==> src/include/cc_pkg.sv <==
/*
  Shared constants and carriers for the control and indirect-access decoder.
  Assumes a 14-bit instruction word and a 16-bit data address space.
*/
`default_nettype none
package cc_pkg;

  // Word and address widths
  localparam int OP_W = 14;
  localparam int ADDR_W = 16;
  localparam int DATA_W = 8;
  localparam int FILE_W = 7;
  localparam int LIT6_W = 6;

  // Exact opcodes
  localparam logic [13:0] OP_BRANCH_ACC = 14'h000b;
  localparam logic [13:0] OP_CALL_ACC = 14'h000a;
  localparam logic [13:0] OP_IRQ_RETURN = 14'h0009;
  localparam logic [13:0] OP_RETURN = 14'h0008;
  localparam logic [13:0] OP_DOG_RESTART = 14'h0064;
  localparam logic [13:0] OP_OPTION_LOAD = 14'h0062;
  localparam logic [13:0] OP_SOFT_RESET = 14'h0001;
  localparam logic [13:0] OP_STANDBY = 14'h0063;

  // Opcode families: value and mask
  localparam logic [13:0] OP_DIR_LOAD = 14'h0060;
  localparam logic [13:0] MASK_DIR_LOAD = 14'h3ff8;
  localparam logic [13:0] OP_RET_LIT = 14'h3400;
  localparam logic [13:0] OP_AND_LIT = 14'h3900;
  localparam logic [13:0] OP_ADD_LIT = 14'h3e00;
  localparam logic [13:0] OP_AND_REG = 14'h0500;
  localparam logic [13:0] MASK_BYTE_LIT = 14'h3f00;
  localparam logic [13:0] OP_PTR_ADD = 14'h3100;
  localparam logic [13:0] OP_LOAD_IDX = 14'h3f00;
  localparam logic [13:0] OP_STORE_IDX = 14'h3f80;
  localparam logic [13:0] MASK_IDX = 14'h3f80;
  localparam logic [13:0] OP_LOAD_MOD = 14'h0010;
  localparam logic [13:0] OP_STORE_MOD = 14'h0018;
  localparam logic [13:0] MASK_MOD = 14'h3ff8;

  // Field positions
  localparam int N_MOD_BIT = 2;
  localparam int N_IDX_BIT = 6;
  localparam int DEST_BIT = 7;
  localparam int PTR_TOP_BIT = 15;
  localparam int NIB_W = 4;

  // Indirect window register file addresses
  localparam logic [6:0] WIN0_ADDR = 7'h00;
  localparam logic [6:0] WIN1_ADDR = 7'h01;

  // Reset values
  localparam logic [7:0] ACC_RST = 8'h00;
  localparam logic [15:0] PTR_RST = 16'h0000;
  localparam logic [7:0] OPTION_RST = 8'hff;
  localparam logic [7:0] DIR_RST = 8'hff;

  // Pointer modify modes, mm order matches the two-bit field
  typedef enum logic [2:0] {
    CC_PM_PREINC,
    CC_PM_PREDEC,
    CC_PM_POSTINC,
    CC_PM_POSTDEC,
    CC_PM_ADD,
    CC_PM_INDEX
  } cc_pmode_e;

  // Data memory request
  typedef struct packed {
    logic rd;
    logic wr;
    logic [15:0] addr;
    logic [7:0] wdata;
  } cc_mem_req_s;

  // File register request
  typedef struct packed {
    logic rd;
    logic wr;
    logic [6:0] addr;
    logic [7:0] wdata;
  } cc_file_req_s;

  // Arithmetic status flags
  typedef struct packed {
    logic c;
    logic dc;
    logic z;
  } cc_flags_s;

endpackage
`default_nettype wire

==> src/logic/cc_ctrl.sv <==
/*
  Control-transfer, inherent and indirect-pointer instruction execution.
  Assumes same-cycle combinational read data from memory and file register,
  an external return stack, and a fetch unit that follows pc_load.
*/
// Behaviour
// - PC-changing instructions take two cycles; second cycle is a no-operation.
// - Indirect window access with pointer top bit set adds one cycle.
// - Branch-by-accumulator jumps to PC plus one plus W, two cycles.
// - Call-by-accumulator pushes return address, jumps to W target, two cycles.
// - Interrupt return pops address and resumes, two cycles.
// - Return pops address and resumes caller, two cycles.
// - Return-with-literal loads W with literal and returns, two cycles.
// - Dog restart clears watchdog in one cycle, sets timeout and powerdown flags.
// - Option load copies W into prescaler configuration in one cycle.
// - Soft reset opcode requests a whole-device reset.
// - Standby opcode enters standby, sets timeout flag, clears powerdown flag.
// - Direction load copies W into selected direction register in one cycle.
// - Pointer add adds signed 6-bit literal to pointer, flags untouched.
// - Pointer arithmetic wraps modulo 16 bits.
// - Indirect load moves pointed byte to W with modify, updates zero.
// - Indexed load reads pointer plus index into W, updates zero.
// - Indirect store writes W at pointer with modify, flags unchanged.
// - Indexed store writes W at pointer plus index, flags unchanged.
// - Immediate AND writes W and literal into W, updates zero only.
// - Immediate add writes sum into W, updates carry, digit-carry, zero.
// - Register AND writes to W or f by d, updates zero.
`default_nettype none
module cc_ctrl
  import cc_pkg::*;
#(
  parameter int PC_W = 15,
  parameter int DIR_N = 8
) (
  // Clock and reset
  input wire logic clock,
  input wire logic reset,
  // Instruction stream
  input wire logic instr_valid,
  input wire logic [13:0] instr,
  input wire logic [PC_W-1:0] instr_pc,
  output logic instr_ready,
  // Program counter control
  input wire logic [6:0] pc_high_latch,
  output logic pc_load,
  output logic [PC_W-1:0] pc_target,
  // Return stack
  output logic stack_push,
  output logic [PC_W-1:0] stack_push_data,
  output logic stack_pop,
  input wire logic [PC_W-1:0] stack_top,
  // Data memory and file register
  output cc_mem_req_s mem_req,
  input wire logic [7:0] mem_rdata,
  output cc_file_req_s file_req,
  input wire logic [7:0] file_rdata,
  // Core state
  output logic [7:0] accumulator,
  output cc_flags_s flags,
  output logic [15:0] indirect_pointer_0,
  output logic [15:0] indirect_pointer_1,
  output logic [7:0] option_reg,
  output logic [DIR_N-1:0][7:0] port_direction_reg,
  // Power and system control
  input wire logic wake,
  output logic timeout_flag,
  output logic powerdown_flag,
  output logic dog_restart,
  output logic standby,
  output logic soft_reset,
  output logic irq_enable_set
);

  typedef enum logic [1:0] {CC_ST_RUN, CC_ST_FLUSH, CC_ST_IND} cc_state_e;

  cc_state_e state_q, state_d;
  logic [13:0] ir_q, ir_d;
  logic [PC_W-1:0] ipc_q, ipc_d;
  logic [7:0] acc_q, acc_d;
  cc_flags_s flags_q, flags_d;
  logic [15:0] ptr0_q, ptr0_d, ptr1_q, ptr1_d;
  logic [7:0] option_q, option_d;
  logic [DIR_N-1:0][7:0] dir_q, dir_d;
  logic to_q, to_d, pd_q, pd_d;
  logic standby_q, standby_d;
  logic pc_load_q, pc_load_d;
  logic [PC_W-1:0] pc_target_q, pc_target_d;
  logic dog_q, dog_d, srst_q, srst_d, irqen_q, irqen_d;

  logic take;
  logic [13:0] op;
  logic [PC_W-1:0] op_pc;
  logic is_mod, is_load_mod, is_store_mod, is_idx, is_load_idx, is_store_idx;
  logic is_ptr_add, is_and_reg, win_ref, sel_n;
  logic [15:0] sel_ptr, pm_addr, pm_next;
  cc_pmode_e pm_mode;
  logic needs_extra, exec;
  logic [8:0] add_sum;
  logic [4:0] add_low;
  logic [7:0] and_res;

  // Handshake: no new instruction while flushing, in the extra cycle or in standby
  assign instr_ready = (state_q == CC_ST_RUN) && !standby_q;
  assign take = instr_valid && instr_ready;
  assign op = (state_q == CC_ST_IND) ? ir_q : instr;
  assign op_pc = (state_q == CC_ST_IND) ? ipc_q : instr_pc;

  // Family decode
  assign is_load_mod = (op & MASK_MOD) == OP_LOAD_MOD;
  assign is_store_mod = (op & MASK_MOD) == OP_STORE_MOD;
  assign is_mod = is_load_mod || is_store_mod;
  assign is_load_idx = (op & MASK_IDX) == OP_LOAD_IDX;
  assign is_store_idx = (op & MASK_IDX) == OP_STORE_IDX;
  assign is_idx = is_load_idx || is_store_idx;
  assign is_ptr_add = (op & MASK_IDX) == OP_PTR_ADD;
  assign is_and_reg = (op & MASK_BYTE_LIT) == OP_AND_REG;
  assign win_ref = is_and_reg &&
                   (op[FILE_W-1:0] == WIN0_ADDR || op[FILE_W-1:0] == WIN1_ADDR);

  // Pointer select and modify mode
  always_comb begin
    sel_n = op[N_IDX_BIT];
    pm_mode = CC_PM_INDEX;
    if (is_mod) begin
      sel_n = op[N_MOD_BIT];
      pm_mode = cc_pmode_e'({1'b0, op[1:0]});
    end else if (is_ptr_add) begin
      pm_mode = CC_PM_ADD;
    end else if (win_ref) begin
      sel_n = op[0];
    end
  end

  assign sel_ptr = sel_n ? ptr1_q : ptr0_q;

  cc_ptr_mod u_ptr_mod (
    .ptr(sel_ptr),
    .mode(pm_mode),
    .lit(win_ref ? 6'h00 : op[LIT6_W-1:0]),
    .addr(pm_addr),
    .ptr_next(pm_next)
  );

  // Window accesses with the pointer top bit set take one more cycle
  assign needs_extra = (is_mod || is_idx || win_ref) && sel_ptr[PTR_TOP_BIT];
  assign exec = (take && !needs_extra) || (state_q == CC_ST_IND);

  // Arithmetic for literal and register logic
  assign add_sum = {1'b0, acc_q} + {1'b0, op[7:0]};
  assign add_low = {1'b0, acc_q[NIB_W-1:0]} + {1'b0, op[NIB_W-1:0]};
  assign and_res = acc_q & (win_ref ? mem_rdata : file_rdata);

  // Execute: next values of all architectural state and side requests
  always_comb begin
    state_d = CC_ST_RUN;
    ir_d = ir_q;
    ipc_d = ipc_q;
    acc_d = acc_q;
    flags_d = flags_q;
    ptr0_d = ptr0_q;
    ptr1_d = ptr1_q;
    option_d = option_q;
    dir_d = dir_q;
    to_d = to_q;
    pd_d = pd_q;
    standby_d = standby_q && !wake;
    pc_load_d = 1'b0;
    pc_target_d = pc_target_q;
    dog_d = 1'b0;
    srst_d = 1'b0;
    irqen_d = 1'b0;
    stack_push = 1'b0;
    stack_push_data = op_pc + PC_W'(1);
    stack_pop = 1'b0;
    mem_req = '0;
    file_req = '0;
    if (take && needs_extra) begin
      state_d = CC_ST_IND;
      ir_d = instr;
      ipc_d = instr_pc;
    end else if (exec) begin
      if (op == OP_BRANCH_ACC) begin
        pc_load_d = 1'b1;
        pc_target_d = op_pc + PC_W'(1) + PC_W'(acc_q);
        state_d = CC_ST_FLUSH;
      end else if (op == OP_CALL_ACC) begin
        stack_push = 1'b1;
        pc_load_d = 1'b1;
        pc_target_d = PC_W'({pc_high_latch, acc_q});
        state_d = CC_ST_FLUSH;
      end else if (op == OP_IRQ_RETURN) begin
        stack_pop = 1'b1;
        irqen_d = 1'b1;
        pc_load_d = 1'b1;
        pc_target_d = stack_top;
        state_d = CC_ST_FLUSH;
      end else if (op == OP_RETURN) begin
        stack_pop = 1'b1;
        pc_load_d = 1'b1;
        pc_target_d = stack_top;
        state_d = CC_ST_FLUSH;
      end else if ((op & MASK_BYTE_LIT) == OP_RET_LIT) begin
        acc_d = op[7:0];
        stack_pop = 1'b1;
        pc_load_d = 1'b1;
        pc_target_d = stack_top;
        state_d = CC_ST_FLUSH;
      end else if (op == OP_DOG_RESTART) begin
        dog_d = 1'b1;
        to_d = 1'b1;
        pd_d = 1'b1;
      end else if (op == OP_OPTION_LOAD) begin
        option_d = acc_q;
      end else if (op == OP_SOFT_RESET) begin
        srst_d = 1'b1;
      end else if (op == OP_STANDBY) begin
        standby_d = 1'b1;
        dog_d = 1'b1;
        to_d = 1'b1;
        pd_d = 1'b0;
      end else if ((op & MASK_DIR_LOAD) == OP_DIR_LOAD) begin
        dir_d[op[2:0]] = acc_q;
      end else if (is_ptr_add) begin
        if (sel_n) begin
          ptr1_d = pm_next;
        end else begin
          ptr0_d = pm_next;
        end
      end else if (is_load_mod || is_load_idx) begin
        mem_req.rd = 1'b1;
        mem_req.addr = pm_addr;
        acc_d = mem_rdata;
        flags_d.z = (mem_rdata == 8'h00);
        if (is_load_mod && sel_n) begin
          ptr1_d = pm_next;
        end else if (is_load_mod) begin
          ptr0_d = pm_next;
        end
      end else if (is_store_mod || is_store_idx) begin
        mem_req.wr = 1'b1;
        mem_req.addr = pm_addr;
        mem_req.wdata = acc_q;
        if (is_store_mod && sel_n) begin
          ptr1_d = pm_next;
        end else if (is_store_mod) begin
          ptr0_d = pm_next;
        end
      end else if ((op & MASK_BYTE_LIT) == OP_AND_LIT) begin
        acc_d = acc_q & op[7:0];
        flags_d.z = ((acc_q & op[7:0]) == 8'h00);
      end else if ((op & MASK_BYTE_LIT) == OP_ADD_LIT) begin
        acc_d = add_sum[7:0];
        flags_d.c = add_sum[DATA_W];
        flags_d.dc = add_low[NIB_W];
        flags_d.z = (add_sum[7:0] == 8'h00);
      end else if (is_and_reg) begin
        if (win_ref) begin
          mem_req.rd = 1'b1;
          mem_req.addr = pm_addr;
        end else begin
          file_req.rd = 1'b1;
          file_req.addr = op[FILE_W-1:0];
        end
        flags_d.z = (and_res == 8'h00);
        if (!op[DEST_BIT]) begin
          acc_d = and_res;
        end else if (win_ref) begin
          mem_req.wr = 1'b1;
          mem_req.wdata = and_res;
        end else begin
          file_req.wr = 1'b1;
          file_req.wdata = and_res;
        end
      end
    end
  end

  // State registers
  always_ff @(posedge clock) begin
    if (reset) begin
      state_q <= CC_ST_RUN;
      ir_q <= '0;
      ipc_q <= '0;
      acc_q <= ACC_RST;
      flags_q <= '0;
      ptr0_q <= PTR_RST;
      ptr1_q <= PTR_RST;
      option_q <= OPTION_RST;
      dir_q <= {DIR_N{DIR_RST}};
      to_q <= 1'b1;
      pd_q <= 1'b1;
      standby_q <= 1'b0;
      pc_load_q <= 1'b0;
      pc_target_q <= '0;
      dog_q <= 1'b0;
      srst_q <= 1'b0;
      irqen_q <= 1'b0;
    end else begin
      state_q <= state_d;
      ir_q <= ir_d;
      ipc_q <= ipc_d;
      acc_q <= acc_d;
      flags_q <= flags_d;
      ptr0_q <= ptr0_d;
      ptr1_q <= ptr1_d;
      option_q <= option_d;
      dir_q <= dir_d;
      to_q <= to_d;
      pd_q <= pd_d;
      standby_q <= standby_d;
      pc_load_q <= pc_load_d;
      pc_target_q <= pc_target_d;
      dog_q <= dog_d;
      srst_q <= srst_d;
      irqen_q <= irqen_d;
    end
  end

  // Registered outputs
  assign pc_load = pc_load_q;
  assign pc_target = pc_target_q;
  assign accumulator = acc_q;
  assign flags = flags_q;
  assign indirect_pointer_0 = ptr0_q;
  assign indirect_pointer_1 = ptr1_q;
  assign option_reg = option_q;
  assign port_direction_reg = dir_q;
  assign timeout_flag = to_q;
  assign powerdown_flag = pd_q;
  assign dog_restart = dog_q;
  assign standby = standby_q;
  assign soft_reset = srst_q;
  assign irq_enable_set = irqen_q;

endmodule
`default_nettype wire

==> src/logic/cc_ptr_mod.sv <==
/*
  Pointer modify unit: access address and next pointer value.
  Assumes the caller picks the pointer and the mode; purely combinational.
*/
`default_nettype none
module cc_ptr_mod
  import cc_pkg::*;
(
  // Operands
  input wire logic [15:0] ptr,
  input wire cc_pmode_e mode,
  input wire logic [5:0] lit,
  // Results
  output logic [15:0] addr,
  output logic [15:0] ptr_next
);

  logic [15:0] lit_ext;
  logic [15:0] inc;
  logic [15:0] dec;
  logic [15:0] sum;

  // 16-bit sums wrap at both ends of the range
  assign lit_ext = {{(ADDR_W - LIT6_W){lit[LIT6_W - 1]}}, lit};
  assign inc = ptr + 16'h0001;
  assign dec = ptr - 16'h0001;
  assign sum = ptr + lit_ext;

  // Mode select
  always_comb begin
    addr = ptr;
    ptr_next = ptr;
    case (mode)
      CC_PM_PREINC: begin
        addr = inc;
        ptr_next = inc;
      end
      CC_PM_PREDEC: begin
        addr = dec;
        ptr_next = dec;
      end
      CC_PM_POSTINC: ptr_next = inc;
      CC_PM_POSTDEC: ptr_next = dec;
      CC_PM_ADD: ptr_next = sum;
      CC_PM_INDEX: addr = sum;
      default: ptr_next = ptr;
    endcase
  end

endmodule
`default_nettype wire

==> config.mk <==
export PLATFORM = sky130hd
export DESIGN_NAME = cc_ctrl
export DESIGN_NICKNAME = d
export VERILOG_FILES = /design/src/include/cc_pkg.sv /design/src/logic/cc_ctrl.sv /design/src/logic/cc_ptr_mod.sv
export SDC_FILE = /design/constraint.sdc
export NUM_CORES = 1
export LEC_CHECK = 0
export ABC_CLOCK_PERIOD_IN_PS = 7900
export BUFFER_PORTS_ARGS = -buffer_cell sky130_fd_sc_hd__buf_2
export CORE_ASPECT_RATIO = 1.25
export CORE_MARGIN = 2
export CORE_UTILIZATION = 56
export CTS_BUF_LIST = sky130_fd_sc_hd__clkbuf_8
export DETAILED_ROUTE_END_ITERATION = 12
export PLACE_DENSITY_LB_ADDON = 0.05
export SETUP_SLACK_MARGIN = 0.5
export SLEW_MARGIN = 20
export SYNTH_ARGS = -nofsm -noshare
export SYNTH_HDL_FRONTEND = slang
export SYNTH_HIERARCHICAL = 1
export SYNTH_SLANG_ARGS = --single-unit
==> constraint.sdc <==
create_clock -name clock -period 7.9 [get_ports clock]
set_input_delay 1.185 -clock clock [delete_from_list [all_inputs] [get_ports clock]]
set_output_delay 1.185 -clock clock [all_outputs]
set_load 0.01 [all_outputs]
### Word level (Yosys, flattened, before mapping)

Cells that the tools add are included.

* bits in latches: 0
* input port bits: 71
* bits in registers: 168
* memories: 0
* RAM bits: 0
* output and inout port bits: 198
* ROM bits: 0
* word-level logic and storage cells: 293

* divide/modulo/power cells: 0
* $add $sub $neg: 7
* shift-type cells: 0
* equality and inequality tests: 42
* muxes and demuxes: 147
* $mul: 0
* $lt $le $gt $ge: 2
* reduce and logical (&&, ||, !) cells: 50
* bitwise gates (word level): 18

Operators with widths (number)
* $mux W26: 16
* $mux W17: 18
* $mux W16: 17
* $mux W8: 20
* $pmux W16 S3: 2
* $mux W15: 6
* $bwmux W64: 1
* $mux W1: 60
* $eq A14 B4 Y1 const B: 4
* $eq A14 B7 Y1 const B: 3
* $logic_not A8 Y1: 4
* $reduce_and A15 Y1: 2
* $mux W25: 1
* $demux W8 S3: 1
* $eq A11 B2 Y1 const B: 2
* $eq A7 B7 Y1 const B: 3
* $eq A6 B6 Y1 const B: 3
* $ne A2 B2 Y1 const B: 9
* $reduce_and A18 Y1: 1
* $reduce_and A17 Y1: 1
* $add A16 B1 Y16 const B: 1
* $add A16 B16 Y16: 1
* $and A8 B8 Y8: 2
* $not A1 Y1: 16
* 44 further kinds: 72

### Depth between registers and ports, before layout

* depth after elaboration: 30
* mapped depth: 23
* depth with buffers taken out: 20

### Hierarchy

Netlist, hierarchy kept.

Modules (own cells, without submodules)
* cc_ctrl: sequential area each 3323.2 um^2, area an instance 8991.1 um^2, times used 1, cells each 1103
* cc_ptr_mod: sequential area each 0.0 um^2, area an instance 2202.1 um^2, times used 1, cells each 349

### Worst setup path after synthesis

No wires, ideal clock.

* kind: input-to-output
* start point: input instr[7]
* end point: output mem_req[23] (netlist name)
* required time: 6715 ps
* slack: 1358 ps
* stages: 19
* path buffers: 4
* arrival: 5357 ps
* cells stage by stage: mux2i_4 > inv_2 > or4_1 > buf_2 > or3_1 > buf_2 > a31oi_4 > clkbuf_1 > mux2_2 > ha_1 > clkbuf_1 > nand4_1 > nand3b_1 > mux2i_1 > a221o_1 > a211oi_1 > or3_1 > nand3_1 > and2_1

RTL lines
* start: declaration: RTL line cc_ctrl.sv:40 `input wire logic [13:0] instr,`
* end: declaration: RTL line cc_ctrl.sv:53 `output cc_mem_req_s mem_req,`

==> metrics.md <==
| Metric | Value |
|---|---|
| Total GRT Usage | 36.27% |
| Post-layout minimum cycle time | slightly above 7000 ps |
| Max clock buf depth | 2 |
| Fillers | around 1.8k |
| Initial antenna violation count | 1 |
| Pwr/cell area | ~130 mW/mm^2 |
| Area of the multi-input gates | 0.007300 sq mm |
| Slowest cell on crit path | or4_1 |
| Mapped Cells | around 1.5k |
| Layout area overhead | 15.97% |
| Leak | approximately 0.0055 uW |
| Most common cell after layout, fill and taps aside | buf_2 |
| Core area | just under 0.02 sq mm |
| Rel. slew slack | 30.29% |
| Cell mode on critical path | a31oi_1 |
| Port Buffers | 267 |
| Slew Viols, Final | 0 |
| Die W | 130.5 um |
| Setup CP Type | register to output port |
| Worst hold path class | register to register |
| Final worst slack | about 740 ps |
| Clock insertion delay at the later pin of the skew report | a little under 500 ps |
| Hold-fix buffers, CTS | 0 |
| Row cnt | 57 |
| Total CTS buffers | 17 |
| Antenna viol nets, final | 0 |
| Most frequent cells in the layout | 266 x buf_2, 180 x nand2_1, 165 x dfxtp_1 |
| DRC | 0 |
| Max FO, Critical Path | 12 |
| Startpoint Class | register |
| Die Area | 0.02114 sq mm |
| Post-synth EDFFs | 0 |
| Peak Freq | around 0.14 GHz |
| Synth area leader | dfxtp_1 |
| Synth Net Count | 1560 |
| CP Capture Type | output port |
| Core Util, Final | 66.43% |
| First-pass GRT wire length | 60.17 mm |
| Post-Syn Area | ~0.011 sq mm |
| WHS Path Cells | 1 |
| Setup_tns | 0 ps |
| RSZ-0062 raised after global routing | false |
| R2r worst-path depth | 20 |
| Worst Path Arrival | about 6000 ps |
| Slowest cell delay on critical path | 640 ps |
| Total grt overflow | 0 |
| Top post-synthesis cells by area | dfxtp_1 30%, a21oi_1 6.2%, nand2_1 6.0% |
| Fraction of registers with async set/reset | 0% |
| Largest net degree at the start of global routing | 86 |
| Required @ worst endpoint | 6710 ps |
| Worst setup path startpoint | pc_load$_SDFF_PP0_ |
| Clock skew | 26.63 ps |
| Routed WL | 38.94 mm |
| Drt first-iter violations | roughly 1.2k |
| Initial Util | 57.28% |
| Worst IR Drop VDD | 0.1243 mV |
| Register area share after synthesis | 29.69% |
| Synthesis-stage register bit count | 166 |
| Count of cell types in the netlist | 82 |
| First-pass DRT Iterations | 6 |
| Pre-CTS setup slack | approximately 770 ps |
| CTS sink count | approximately 170 |
| Nets | between 1.5k and 2k |
| Actual slew at the worst max-slew pin | 1046 ps |
| Synth Flop Type | dfxtp_1 |
| Hold Startpoint | port_direction_reg[21]$_SDFFE_PP1P_ |
| Ports | 269 |
| Die height | 162.1 um |
| Fraction of layout cells with a size suffix above 1 | 25.04% |
| Share of the synthesized area in the top cell type | 29.69% |
| DR vias/cell | 6.262 |
| Period Utilization, post-route | 90.67% |
| CTS tree | built |
| Dpl hpwl | 28.56 mm |
| GPL Wtd Cong | around 1 |
| Diodes inserted | 0 |
| Vias | approximately 12k |
| Crit-path cells | nand2b_4 -> mux2i_4 -> inv_2 -> or4_1 -> or3_2 -> a31oi_4 -> mux2_2 -> ha_1 -> inv_1 -> fa_1 -> nor2b_1 -> o211ai_1 -> a31oi_1 -> o41a_1 -> a31oi_1 -> xor2_1 -> o21ai_0 -> and2_1 -> buf_2 |
| Vias in the first global route | 11.16k |
| Worst R2R Start | pc_load$_SDFF_PP0_ |
| DR WL/cell | 20.13 um |
| Synth Area per Inst | 7.709 sq um |
| Final Setup Violations | 0 |
| Clock Pin Slew Worst Setup and Hold Paths | 100 ps |
| Status | completed |
| H-tree levels | 4 |
| Max Cap Viol | 0 |
| Sequential Area | 0.003324 sq mm |
| Clk Tree Root Cell | clkbuf_8 |
| Max reg flops | 64 |
| Synth Warn # | 6 |
| Final hold viol count | 0 |
-- layout make-up --
class	instances	share of cell area (%)
multi-input cells	1150	56.23
flip-flops and latches	166	25.61
repair buffers	287	11.56
well taps	265	2.554
clock buffers	17	1.802
clock inverters	14	1.234
inverters	35	1.012
-- metrics by stage --
step / instance area, sq um / hold slack (ps) / total power [uW] / cells
2_1_floorplan: 11190 / 431.2 / 960.6 / 1452
3_3_place_gp: 12550 / 420.1 / 1024 / 1903
3_5_place_dp: 12550 / 422.4 / 1025 / 1903
4_1_cts: 12950 / 447.4 / 1635 / 1934
5_1_grt: 12980 / 454.6 / 1686 / 1934
6_report: 12980 / 447.4 / 1631 / 1934
-- per-layer routing --
metal	vias up	global-route usage [%]	routed length (um)
met5	-	0	0
met4	0	20.26	2278
li1	5651	-	-
met1	5652	44.87	15200
met3	163	6.917	3087
met2	645	58.97	18370
-- timing repair --
| action | CTS | global route |
|---|---|---|
| resized for setup | 2 | 4 |
| endpoints found under the setup margin | 6 | 6 |
| endpoints found under the hold margin | 0 | 0 |
| setup buffers | 0 | 0 |
-- worst paths after layout --
path | to | slack (ps)
max reg2reg | indirect_pointer_0[12]$_SDFFE_PP0P_ | 2050
max | mem_req[20] | 740
min | port_direction_reg[21]$_SDFFE_PP1P_ | 450
min reg2reg | port_direction_reg[21]$_SDFFE_PP1P_ | 450
-- cell families after synthesis --
logic type / Yosys count / synth area share [%]
multiplexers: 85 / 8.115
other: 1 / 0.03350
adder cells (fa/ha/maj): 37 / 4.337
XOR/XNOR: 56 / 4.382
AO/OA/AOI/OAI: 369 / 21.27
AND/OR/NAND/NOR: 602 / 26.69
buffers and inverters: 136 / 5.477
flip-flops: 166 / 29.69
-- power breakdown --
group / total [uW] / switching [uW] / leakage, uW / internal [uW]
Sequential: 839 / 1.52 / 0.00134 / 837
Clock: 619 / 383 / 0.000198 / 237
Combinational: 173 / 114 / 0.00395 / 58.3
Total: 1630 / 498 / 0.00549 / 1130
-- synthesized netlist by cell type (4+ instances only) --
library cell / instances
a211oi_1: 20
a21o_1: 17
a21oi_1: 138
a221oi_1: 8
a31o_2: 17
a31oi_1: 17
and2_1: 20
and3_1: 7
buf_2: 17
buf_4: 11
buf_6: 4
clkbuf_1: 65
dfxtp_1: 166
ha_1: 34
inv_1: 33
mux2_2: 26
mux2i_1: 57
nand2_1: 180
nand2b_1: 9
nand3_1: 27
nand4_1: 13
nor2_1: 139
nor2b_1: 7
nor3_1: 88
nor3_4: 4
nor3b_1: 11
nor4_1: 26
nor4bb_1: 4
o2111ai_1: 5
o211ai_1: 22
o21a_1: 10
o21ai_0: 54
o221ai_1: 6
o22ai_1: 12
o31ai_1: 4
or2_2: 28
or3_1: 12
or4_1: 9
xnor2_1: 36
xor2_1: 20
-- worst max-delay path: cells and delay by family, from the launching register on --
family,cells,cell delay (ps)
flops,1,450
fa+ha+maj,2,470
mux,2,810
simple gates,5,1660
buf+inv,3,340
compound gates,6,1570
xor+xnor,1,200
(Power assumes the default switching activity.)
